===== src/hdl/pwc_pkg.sv =====
package pwc_pkg;

  localparam int PWC_GENS = 4;
  localparam int PWC_CNT_W = 16;
  localparam int PWC_CH0 = 6;

  // byte offsets and pages of the control registers, index = generator number
  localparam logic [7:0] PWC_GEN0_MASTER_CONTROL_ADDR = 8'hD8;
  localparam logic [7:0] PWC_GEN1_CONTROL_ADDR = 8'hB4;
  localparam logic [7:0] PWC_GEN2_CONTROL_ADDR = 8'hC4;
  localparam logic [7:0] PWC_GEN3_CONTROL_ADDR = 8'hD4;
  localparam logic [1:0] PWC_PAGE0 = 2'h0;
  localparam logic [1:0] PWC_PAGE2 = 2'h2;
  localparam logic [3:0][7:0] PWC_GEN_ADDR = {PWC_GEN3_CONTROL_ADDR, PWC_GEN2_CONTROL_ADDR,
                                              PWC_GEN1_CONTROL_ADDR,
                                              PWC_GEN0_MASTER_CONTROL_ADDR};
  localparam logic [3:0][1:0] PWC_GEN_PAGE = {PWC_PAGE2, PWC_PAGE2, PWC_PAGE2, PWC_PAGE0};
  // bit addresses of the bit-addressable register share its byte offset
  localparam logic [4:0] PWC_BIT_BASE = 5'h1B;

  // field positions
  localparam int PWC_RUN_BIT = 7;
  localparam int PWC_LOAD_BIT = 6;
  localparam int PWC_FLAG_BIT = 5;
  localparam int PWC_CLR_BIT = 4;
  localparam int PWC_RUN3_BIT = 3;
  localparam int PWC_RUN2_BIT = 2;
  localparam int PWC_RUN1_BIT = 1;
  localparam int PWC_BRAKE_EN_BIT = 0;

  localparam logic [7:0] PWC_CTRL_RESET = 8'h00;
  localparam logic [15:0] PWC_CNT_ZERO = 16'h0000;

  typedef enum logic [1:0] {
    PWC_EVT_PERIOD,
    PWC_EVT_DUTY,
    PWC_EVT_BOTH,
    PWC_EVT_BOTH_ALT
  } pwc_evt_type_t;

  typedef struct packed {
    logic wr;
    logic rd;
    logic bit_wr;
    logic [1:0] page;
    logic [7:0] addr;
    logic [7:0] wdata;
    logic bit_val;
  } pwc_sfr_req_t;

endpackage


===== src/hdl/pwc_gen_unit.sv =====
`timescale 1ns/100ps
module pwc_gen_unit import pwc_pkg::*; (
  input wire logic clk,
  input wire logic rstn,
  input wire logic run,
  input wire logic load_pend,
  input wire logic clr_pend,
  input wire logic [15:0] period_in,
  input wire logic [15:0] duty_in,
  input wire pwc_evt_type_t event_type_select,
  output logic [15:0] counter_reg,
  output logic wave_reg,
  output logic load_done,
  output logic clr_done,
  output logic event_hit
);

  logic [15:0] period_act_reg;
  logic [15:0] duty_act_reg;
  logic period_end;
  logic duty_match;

  assign period_end = run && !clr_pend && (counter_reg == period_act_reg);
  assign duty_match = run && (counter_reg == duty_act_reg);
  assign load_done = period_end && load_pend;
  // the counter is zeroed on the same edge the request drops
  assign clr_done = clr_pend;

  always_ff @(posedge clk) begin
    if (!rstn) begin
      counter_reg <= PWC_CNT_ZERO;
    end else if (clr_pend) begin
      counter_reg <= PWC_CNT_ZERO;
    end else if (run) begin
      if (period_end) begin
        counter_reg <= PWC_CNT_ZERO;
      end else begin
        counter_reg <= counter_reg + 16'h0001;
      end
    end
  end

  // working buffers only change at a period boundary, so a half-written pair never shows
  always_ff @(posedge clk) begin
    if (!rstn) begin
      period_act_reg <= PWC_CNT_ZERO;
      duty_act_reg <= PWC_CNT_ZERO;
    end else if (load_done) begin
      period_act_reg <= period_in;
      duty_act_reg <= duty_in;
    end
  end

  always_ff @(posedge clk) begin
    if (!rstn) begin
      wave_reg <= 1'b0;
    end else begin
      wave_reg <= run && (counter_reg < duty_act_reg);
    end
  end

  always_comb begin
    unique case (event_type_select)
      PWC_EVT_PERIOD: event_hit = period_end;
      PWC_EVT_DUTY: event_hit = duty_match;
      PWC_EVT_BOTH: event_hit = period_end || duty_match;
      PWC_EVT_BOTH_ALT: event_hit = period_end || duty_match;
    endcase
  end

endmodule // pwc_gen_unit


===== src/hdl/pwc_run_load_clear_control.sv =====
`timescale 1ns/100ps
module pwc_run_load_clear_control import pwc_pkg::*; (
  input wire logic clk,
  input wire logic rstn,
  input wire pwc_sfr_req_t sfr_req,
  output logic [7:0] sfr_rdata_reg,
  input wire logic [3:0][15:0] period_in,
  input wire logic [3:0][15:0] duty_in,
  input wire pwc_evt_type_t event_type_select,
  input wire logic brake_pin,
  input wire logic brake_edge_select,
  input wire logic [5:0] brake_data,
  output logic [3:0][15:0] gen_counter,
  output logic [3:0] gen_wave,
  output logic [5:0] gen0_out_reg
);

  logic [3:0] run_reg;
  logic [3:0] run_next;
  logic [3:0] load_reg;
  logic [3:0] load_next;
  logic [3:0] flag_reg;
  logic [3:0] flag_next;
  logic [3:0] clr_reg;
  logic [3:0] clr_next;
  logic brake_en_reg;
  logic brake_en_next;
  logic braked_reg;
  logic braked_next;
  logic [3:0][7:0] wr_mask;
  logic [3:0][7:0] wr_val;
  logic [3:0] load_done;
  logic [3:0] clr_done;
  logic [3:0] event_hit;
  logic brake_s1_reg;
  logic brake_s2_reg;
  logic brake_s3_reg;
  logic brake_edge;
  logic brake_event;
  logic bit_hit;
  logic [7:0] rd_val;

  genvar g;
  generate
    for (g = 0; g < PWC_GENS; g++) begin : gen_unit
      pwc_gen_unit u_gen (
        .clk(clk),
        .rstn(rstn),
        .run(run_reg[g]),
        .load_pend(load_reg[g]),
        .clr_pend(clr_reg[g]),
        .period_in(period_in[g]),
        .duty_in(duty_in[g]),
        .event_type_select(event_type_select),
        .counter_reg(gen_counter[g]),
        .wave_reg(gen_wave[g]),
        .load_done(load_done[g]),
        .clr_done(clr_done[g]),
        .event_hit(event_hit[g])
      );
    end
  endgenerate

  // brake pin is asynchronous: two flops, then a third for the edge compare
  always_ff @(posedge clk) begin
    if (!rstn) begin
      brake_s1_reg <= 1'b0;
      brake_s2_reg <= 1'b0;
      brake_s3_reg <= 1'b0;
    end else begin
      brake_s1_reg <= brake_pin;
      brake_s2_reg <= brake_s1_reg;
      brake_s3_reg <= brake_s2_reg;
    end
  end

  assign brake_edge = brake_edge_select ? (brake_s2_reg && !brake_s3_reg)
                                        : (!brake_s2_reg && brake_s3_reg);
  assign brake_event = brake_en_reg && brake_edge;

  assign bit_hit = sfr_req.bit_wr && (sfr_req.page == PWC_GEN_PAGE[0]) &&
                   (sfr_req.addr[7:3] == PWC_BIT_BASE);

  // byte writes and bit operations reduce to one mask and value per register;
  // a byte write wins if both arrive together
  always_comb begin
    for (int i = 0; i < PWC_GENS; i++) begin
      wr_mask[i] = 8'h00;
      wr_val[i] = 8'h00;
      if (sfr_req.wr && sfr_req.page == PWC_GEN_PAGE[i] && sfr_req.addr == PWC_GEN_ADDR[i]) begin
        wr_mask[i] = 8'hFF;
        wr_val[i] = sfr_req.wdata;
      end else if (i == 0 && bit_hit) begin
        wr_mask[i] = 8'h01 << sfr_req.addr[2:0];
        wr_val[i] = {8{sfr_req.bit_val}};
      end
    end
  end

  always_comb begin
    for (int i = 0; i < PWC_GENS; i++) begin
      run_next[i] = run_reg[i];
      if (wr_mask[i][PWC_RUN_BIT]) begin
        run_next[i] = wr_val[i][PWC_RUN_BIT];
      end
      if (i != 0 && wr_mask[0][i]) begin
        run_next[i] = wr_val[0][i];
      end
      // a pending request is only dropped by its own completion
      load_next[i] = (load_reg[i] && !load_done[i]) ||
                     (wr_mask[i][PWC_LOAD_BIT] && wr_val[i][PWC_LOAD_BIT]);
      clr_next[i] = (clr_reg[i] && !clr_done[i]) ||
                    (wr_mask[i][PWC_CLR_BIT] && wr_val[i][PWC_CLR_BIT]);
      // event in the clearing cycle wins so it is not lost
      flag_next[i] = (flag_reg[i] && !(wr_mask[i][PWC_FLAG_BIT] && !wr_val[i][PWC_FLAG_BIT])) ||
                     event_hit[i];
    end
    // software setting run in the same cycle as a brake keeps it running
    if (brake_event && !(wr_mask[0][PWC_RUN_BIT] && wr_val[0][PWC_RUN_BIT])) begin
      run_next[0] = 1'b0;
    end
  end

  always_comb begin
    brake_en_next = brake_en_reg;
    if (wr_mask[0][PWC_BRAKE_EN_BIT]) begin
      brake_en_next = wr_val[0][PWC_BRAKE_EN_BIT];
    end
    braked_next = braked_reg;
    if (wr_mask[0][PWC_RUN_BIT] && wr_val[0][PWC_RUN_BIT]) begin
      braked_next = 1'b0;
    end else if (brake_event) begin
      braked_next = 1'b1;
    end
  end

  always_ff @(posedge clk) begin
    if (!rstn) begin
      run_reg <= 4'h0;
      load_reg <= 4'h0;
      flag_reg <= 4'h0;
      clr_reg <= 4'h0;
    end else begin
      run_reg <= run_next;
      load_reg <= load_next;
      flag_reg <= flag_next;
      clr_reg <= clr_next;
    end
  end

  always_ff @(posedge clk) begin
    if (!rstn) begin
      brake_en_reg <= PWC_CTRL_RESET[PWC_BRAKE_EN_BIT];
      braked_reg <= 1'b0;
    end else begin
      brake_en_reg <= brake_en_next;
      braked_reg <= braked_next;
    end
  end

  always_ff @(posedge clk) begin
    if (!rstn) begin
      gen0_out_reg <= 6'h00;
    end else if (braked_next) begin
      gen0_out_reg <= brake_data;
    end else begin
      gen0_out_reg <= {PWC_CH0{gen_wave[0]}};
    end
  end

  always_comb begin
    rd_val = PWC_CTRL_RESET;
    for (int i = 0; i < PWC_GENS; i++) begin
      if (sfr_req.page == PWC_GEN_PAGE[i] && sfr_req.addr == PWC_GEN_ADDR[i]) begin
        rd_val = {run_reg[i], load_reg[i], flag_reg[i], clr_reg[i], 4'h0};
        if (i == 0) begin
          rd_val[PWC_RUN3_BIT:PWC_BRAKE_EN_BIT] = {run_reg[3:1], brake_en_reg};
        end
      end
    end
  end

  // unmapped reads return zero
  always_ff @(posedge clk) begin
    if (!rstn) begin
      sfr_rdata_reg <= PWC_CTRL_RESET;
    end else if (sfr_req.rd) begin
      sfr_rdata_reg <= rd_val;
    end
  end

endmodule // pwc_run_load_clear_control


===== config.mk =====
export PLATFORM = sky130hd
export DESIGN_NAME = pwc_run_load_clear_control
export DESIGN_NICKNAME = d
export VERILOG_FILES = /design/src/hdl/pwc_pkg.sv /design/src/hdl/pwc_gen_unit.sv /design/src/hdl/pwc_run_load_clear_control.sv
export SDC_FILE = /design/constraint.sdc
export NUM_CORES = 1
export LEC_CHECK = 0
export ABC_AREA = 1
export BUFFER_PORTS_ARGS = -buffer_cell sky130_fd_sc_hd__buf_2
export CAP_MARGIN = 15
export CORE_MARGIN = 1.5
export CORE_UTILIZATION = 40
export CTS_BUF_LIST = sky130_fd_sc_hd__clkbuf_16
export DETAILED_ROUTE_END_ITERATION = 7
export SYNTH_ARGS = -nofsm -noshare
export SYNTH_HDL_FRONTEND = slang
export SYNTH_SLANG_ARGS = --single-unit

===== constraint.sdc =====
create_clock -name clk -period 1.5 [get_ports clk]
set_input_delay 0.075 -clock clk [delete_from_list [all_inputs] [get_ports clk]]
set_output_delay 0.075 -clock clk [all_outputs]
set_load 0.005 [all_outputs]

---- Word-level counts from Yosys, hierarchy flattened ----
Cells that the tools add are included.
operators by class
  add/subtract/negate cells ............... 4
  $lt $le $gt $ge ......................... 4
  equality and inequality tests ........... 17
  shift-type cells ........................ 1
  muxes and demuxes ....................... 32
  bitwise gates (word level) .............. 1
  reductions and logical operators ........ 99
operators with widths
  operator               number
  $eq 16x16->1           8
  $mux 8                 14
  $add 16x1->16 const B  4
  $lt 16x16->1           4
  $mux 16                4
  $logic_and 1x1->1      57
  $eq 8x8->1 const B     4
  $logic_not 1->1        19
  $logic_or 1x1->1       12
  $pmux 1 s3             4
  $reduce_or 2->1        6
  $mux 1                 9
  $shl 1x3->8 const A    1
  $eq 2x2->1 const B     3
  $mux 6                 1
  $reduce_bool 2->1      3
  $eq 5x5->1 const B     1
  $logic_not 2->1        2
  $eq 2x1->1 const B     1
  $not 1->1              1
storage, ports and cells
  bits in registers ....................... 231
  output and inout port bits .............. 82

---- Depth between registers and ports, before layout ----
  depth in word-level cells ............... 10
  mapped depth ............................ 11
  depth with buffers taken out ............ 11

---- By module ----
Synthesis repeated with hierarchy kept, for this count alone.
unflattened totals
  cell total of the unflattened synthesis .. 2,078
  area, all modules ....................... 13,959.6 µm²
by module, submodules not included
  module                      times used  cells each  area an instance (µm²)  sequential area each (µm²)
  pwc_gen_unit                4           448         3,005.4                 980.9
  pwc_run_load_clear_control  1           286         1,938.1                 700.7

---- Worst setup path before layout ----
No wires, ideal clock.
  kind .................................... register -> register
  start point ............................. reg gen_unit[0].u_gen.counter_reg[1]
  end point ............................... reg gen_unit[0].u_gen.counter_reg[14]
  library setup time ...................... 117 ps
  data arrival time ....................... 1,446 ps
  data required time ...................... 1,383 ps
  setup slack ............................. -63 ps
  cell stages (with the launch flop) ...... 11
  path buffers ............................ 0
  path through ............................ dfxtp_1 ha_1 nand2_1 nor2_1 nand2_1 nor2_1 nand3_1 nor2_1 nand3_1 nand2_1 nor2_1
on the way
  word-level cells in the longest chain between the ends .. 3
  elaborated cells between the ends (all ways) .. 4
  classes of those cells .................. add/sub (1); eq/ne (1); mux (1); reduce/logical (1)
ends and longest elaborated chain
  item                                                   line                source
  start: declaration                                     pwc_gen_unit.sv:11  output logic [15:0] counter_reg,
  start signal: assignment                               pwc_gen_unit.sv:38  counter_reg <= counter_reg + 16'h0001;
  branches (longest 2 deep; another with $add 16x1->16)  n/a
  $mux 16 (*)                                            pwc_gen_unit.sv:35  if (period_end) begin
Every way passes the cells marked *.
A chain may end at the register's enable or synchronous reset.

---- Final worst setup path ----
  start point ............................. reg gen_unit[1].u_gen.counter_reg[1]
  end point ............................... reg gen_unit[1].u_gen.period_act_reg[3]
on the way
  word-level cells in the longest chain between the ends .. 3
ends and longest elaborated chain
  item                      line                source
  start: declaration        pwc_gen_unit.sv:11
  start signal: assignment  pwc_gen_unit.sv:38
  $eq 16x16->1              pwc_gen_unit.sv:23  assign period_end = run && !clr_pend && (counter_reg == period_act_reg);
  $logic_and 1x1->1         pwc_gen_unit.sv:23
  $logic_and 1x1->1         pwc_gen_unit.sv:25  assign load_done = period_end && load_pend;
  end signal: assignment    pwc_gen_unit.sv:49  period_act_reg <= period_in;
  end: declaration          pwc_gen_unit.sv:18  logic [15:0] period_act_reg;
No other way between the ends.

==> run summary <==
========================================================================================================
Worst supply voltage drop on vdd ..........................................................    0.8635 mV
Number of hold-slack violations in the final timing report ................................            0
Synthesized area per cell .................................................................   6.301 um^2
Max Slew Vio Count ........................................................................            0
Max frequency .............................................................................    588.5 MHz
TritonCTS Sinks ...........................................................................          231
Leading cell type in the layout, fill and taps excluded ................................... sky130_fd_sc_hd__nand2_1
Worst min path class ......................................................................    in -> reg
Die extent in x ...........................................................................     185.1 um
Final total negative setup slack ..........................................................    -22.07 ns
Setup repair after global routing missed its margin .......................................          yes
Floorplan die area ........................................................................   34280 um^2
Post-CTS clock slew at the launch and capture registers of the worst setup and hold paths .      0.06 ns
Startpoint type of the worst setup path ...................................................     register
Portion of the post-synthesis area used by sequential elements ............................       34.85%
Delay of the slowest cell on the worst path ...............................................      0.39 ns
Routed length per instance ................................................................     15.91 um
Top library cells by usage in the layout, fill and taps aside ............................. 439 x sky130_fd_sc_hd__nand2_1, 304 x sky130_fd_sc_hd__buf_4, 299 x sky130_fd_sc_hd__inv_1, 256 x sky130_fd_sc_hd__nor2_1, 241 x sky130_fd_sc_hd__buf_2
Worst flop-to-flop path startpoint ........................................................ gen_unit[1].u_gen.counter_reg[1]
Post-synthesis register bit count .........................................................          231
Cell area after synthesis .................................................................   13270 um^2
Synthesized instance count ................................................................         2106
Time the final worst path needs with I/O delays and setup .................................     1.699 ns
Port-buffer cells .........................................................................          243
Placeable core region .....................................................................   32620 um^2
Share of post-route cells with drive strength above 1 .....................................       43.68%
Result of the run ......................................................................... finished with violations
Die height ................................................................................     185.1 um
Post-route fraction of the period consumed by the critical path ...........................       113.3%
Clock root buffer ......................................................................... sky130_fd_sc_hd__clkbuf_16
Share of synthesized registers carrying an async set or reset .............................           0%
Start-to-end type of the worst setup path .................................................   reg -> reg
End of the critical path .................................................................. gen_unit[1].u_gen.period_act_reg[3]
Detail-routed via count per cell ..........................................................        4.902
Drt pass-1 iters ..........................................................................            6
Clk Latency, worst-skew pair ..............................................................      0.56 ns
Post-route ant nets .......................................................................            0
Critical Path Source ...................................................................... gen_unit[1].u_gen.counter_reg[1]
CP arrival ................................................................................      2.15 ns
Final Worst Setup Slack ...................................................................   -0.1993 ns
Global-route wire length before repair ....................................................     77570 um
Static Leakage ............................................................................   0.01149 uW
Total global routing overflow .............................................................            0
Half-perimeter wire length of the detailed placement result ...............................     33560 um
Total wirelength of the detailed-routed design ............................................     53390 um
Standard-cell row count ...................................................................           66
Ports .....................................................................................          244
Transition time at the pin with the least slew margin .....................................    0.4899 ns
Max-cap violation count ...................................................................            0
CP cell instances ......................................................................... inv_2 -> nand2_4 -> nand2_1 -> nor2_1 -> nand3b_1 -> nor2_2 -> nand4_1 -> buf_6 -> buf_12 -> nor2_1 -> nor2_1
Slew margin rel. ..........................................................................       67.34%
Worst Clk Skew ............................................................................  0.009574 ns
Pin count of the biggest net entering global routing ......................................           75
DRC errors left ...........................................................................            0
Critical-path top delay cell .............................................................. sky130_fd_sc_hd__dfxtp_4
Data required time of the critical path ...................................................      1.95 ns
FF-to-FF setup slack ......................................................................     -0.20 ns
Pwr Density ............................................................................... 580.3 nW/um^2
Starting density of the core ..............................................................       40.68%
YS warnings ...............................................................................            0
Reg2Reg Depth .............................................................................           11
Routed vias ...............................................................................        16450
TritonCTS clock tree ......................................................................        built
Number of nets at the end of the flow .....................................................         3112
Number of enable flip-flop cells after synthesis ..........................................            0
Initial antenna violation count ...........................................................           11
Top FF cell, synth ........................................................................ sky130_fd_sc_hd__dfxtp_1
Number of buffers on the longest clock path ...............................................            3
Via count of the first global-routing pass ................................................        15780
DR iter-0 viols ...........................................................................         1040
Crit Path Max Fanout ......................................................................            7
Yosys cell types ..........................................................................           41
Gpl congestion ............................................................................       0.9043
Total Routing Usage GR ....................................................................       28.42%
Most frequent cell on the critical path ................................................... sky130_fd_sc_hd__nor2_1
Number of buffers added by the clock tree synthesis step ..................................           29
Worst Hold Slack ..........................................................................   0.02349 ns
Post-synth net total ......................................................................         2336
Failing checks ............................................................................ setup timing
Final setup fails .........................................................................          185
Synthesis-to-finish area growth ...........................................................       75.65%
H-tree levels .............................................................................            1
Worst Setup End Kind ......................................................................     register
Endpoint of the worst register-to-register path ........................................... gen_unit[1].u_gen.period_act_reg[3]
========================================================================================================
power by group:
part	internal [uW]	total [uW]	switching, uW
sequential	6090	6100	3.56
clock	3630	6440	2800
combinational	530	991	461
logic make-up after synthesis:
| group | Yosys count | share of synthesized area, % |
|---|---|---|
| simple gates | 1199 | 37.61 |
| buf+inv | 412 | 12.22 |
| flops | 231 | 34.85 |
| compound gates | 158 | 6.402 |
| fa+ha+maj | 68 | 6.411 |
| xor+xnor | 38 | 2.508 |
cell type report:
cell class                 count  area, um^2
fill                        2471        9310
tap                          442       553.0
clock inverter                23       122.6
inverter                     350        1328
sequential                   231        4815
antenna                       10       25.02
clock buffer                  29       725.7
timing repair buffer         806        6591
multi-input combinational   1464        9149
worst min path at each step:
stage	start	endpoint	slack, ns	cells after the start
global placement	brake_pin	brake_s1_reg	0.28	3
CTS	sfr_req[10]	run_reg[3]	0.005	5
global route	sfr_req[10]	run_reg[3]	0.03	5
finish	sfr_req[10]	run_reg[3]	0.02	5
detailed placement	brake_pin	brake_s1_reg	0.27	3
floorplan	brake_pin	brake_s1_reg	0.17	2
synth_stat cells, types with 23 or more instances:
cell type                  instances  area [um^2]
sky130_fd_sc_hd__ha_1             68        850.8
sky130_fd_sc_hd__nand4_1          77        481.7
sky130_fd_sc_hd__dfxtp_1         231         4624
sky130_fd_sc_hd__nand2_1         605         2271
sky130_fd_sc_hd__clkbuf_1         23        86.33
sky130_fd_sc_hd__inv_1           341         1280
sky130_fd_sc_hd__nor3_1           37        185.2
sky130_fd_sc_hd__o21ai_0          57        285.3
sky130_fd_sc_hd__nand3_1          79        395.4
sky130_fd_sc_hd__xor2_1           24        210.2
sky130_fd_sc_hd__a21oi_1          58        290.3
sky130_fd_sc_hd__nor2_1          366         1374
layer usage:
metal  GRT usage, %  vias to the layer above  share of wire, %  wire length (um)
met3          4.503                      180               5.6              2970
met1          35.16                     7577                41             22130
met4          12.46                        2               4.9              2592
met2          48.66                      566                48             25700
met5              0                        -             0.017                 9
li1               -                     8120                 -                 -
critical path, delay by kind of cell, from the launching register on:
kind          cells  cell delay (ns)
buf+inv           3             0.40
flops             1             0.39
simple gates      8             0.79
through the flow:
| stage | power (uW) | setup slack, ns | area (um^2) | util, % | cells |
|---|---|---|---|---|---|
| finish | 13530 | -0.1993 | 23310 | 71.46 | 3355 |
| detailed placement | 6828 | -0.2701 | 17190 | 52.70 | 3043 |
| CTS | 13570 | -0.1262 | 21330 | 65.38 | 3316 |
| global route | 13940 | -0.3129 | 23310 | 71.45 | 3354 |
| floorplan | 6477 | -0.01188 | 13320 | - | 2106 |
| global placement | 6826 | -0.2259 | 17190 | 52.70 | 3043 |
what timing repair did:
action                                  in CTS  in global routing
gates resized for setup                    363                475
hold buffers                               153                  0
buffers inserted                            49                 36
endpoints found under the setup margin     194                212
pin swaps                                   53                190
gates cloned                                19                  9
endpoints found under the hold margin      157                  0
Power figures use the tool's default switching activity.
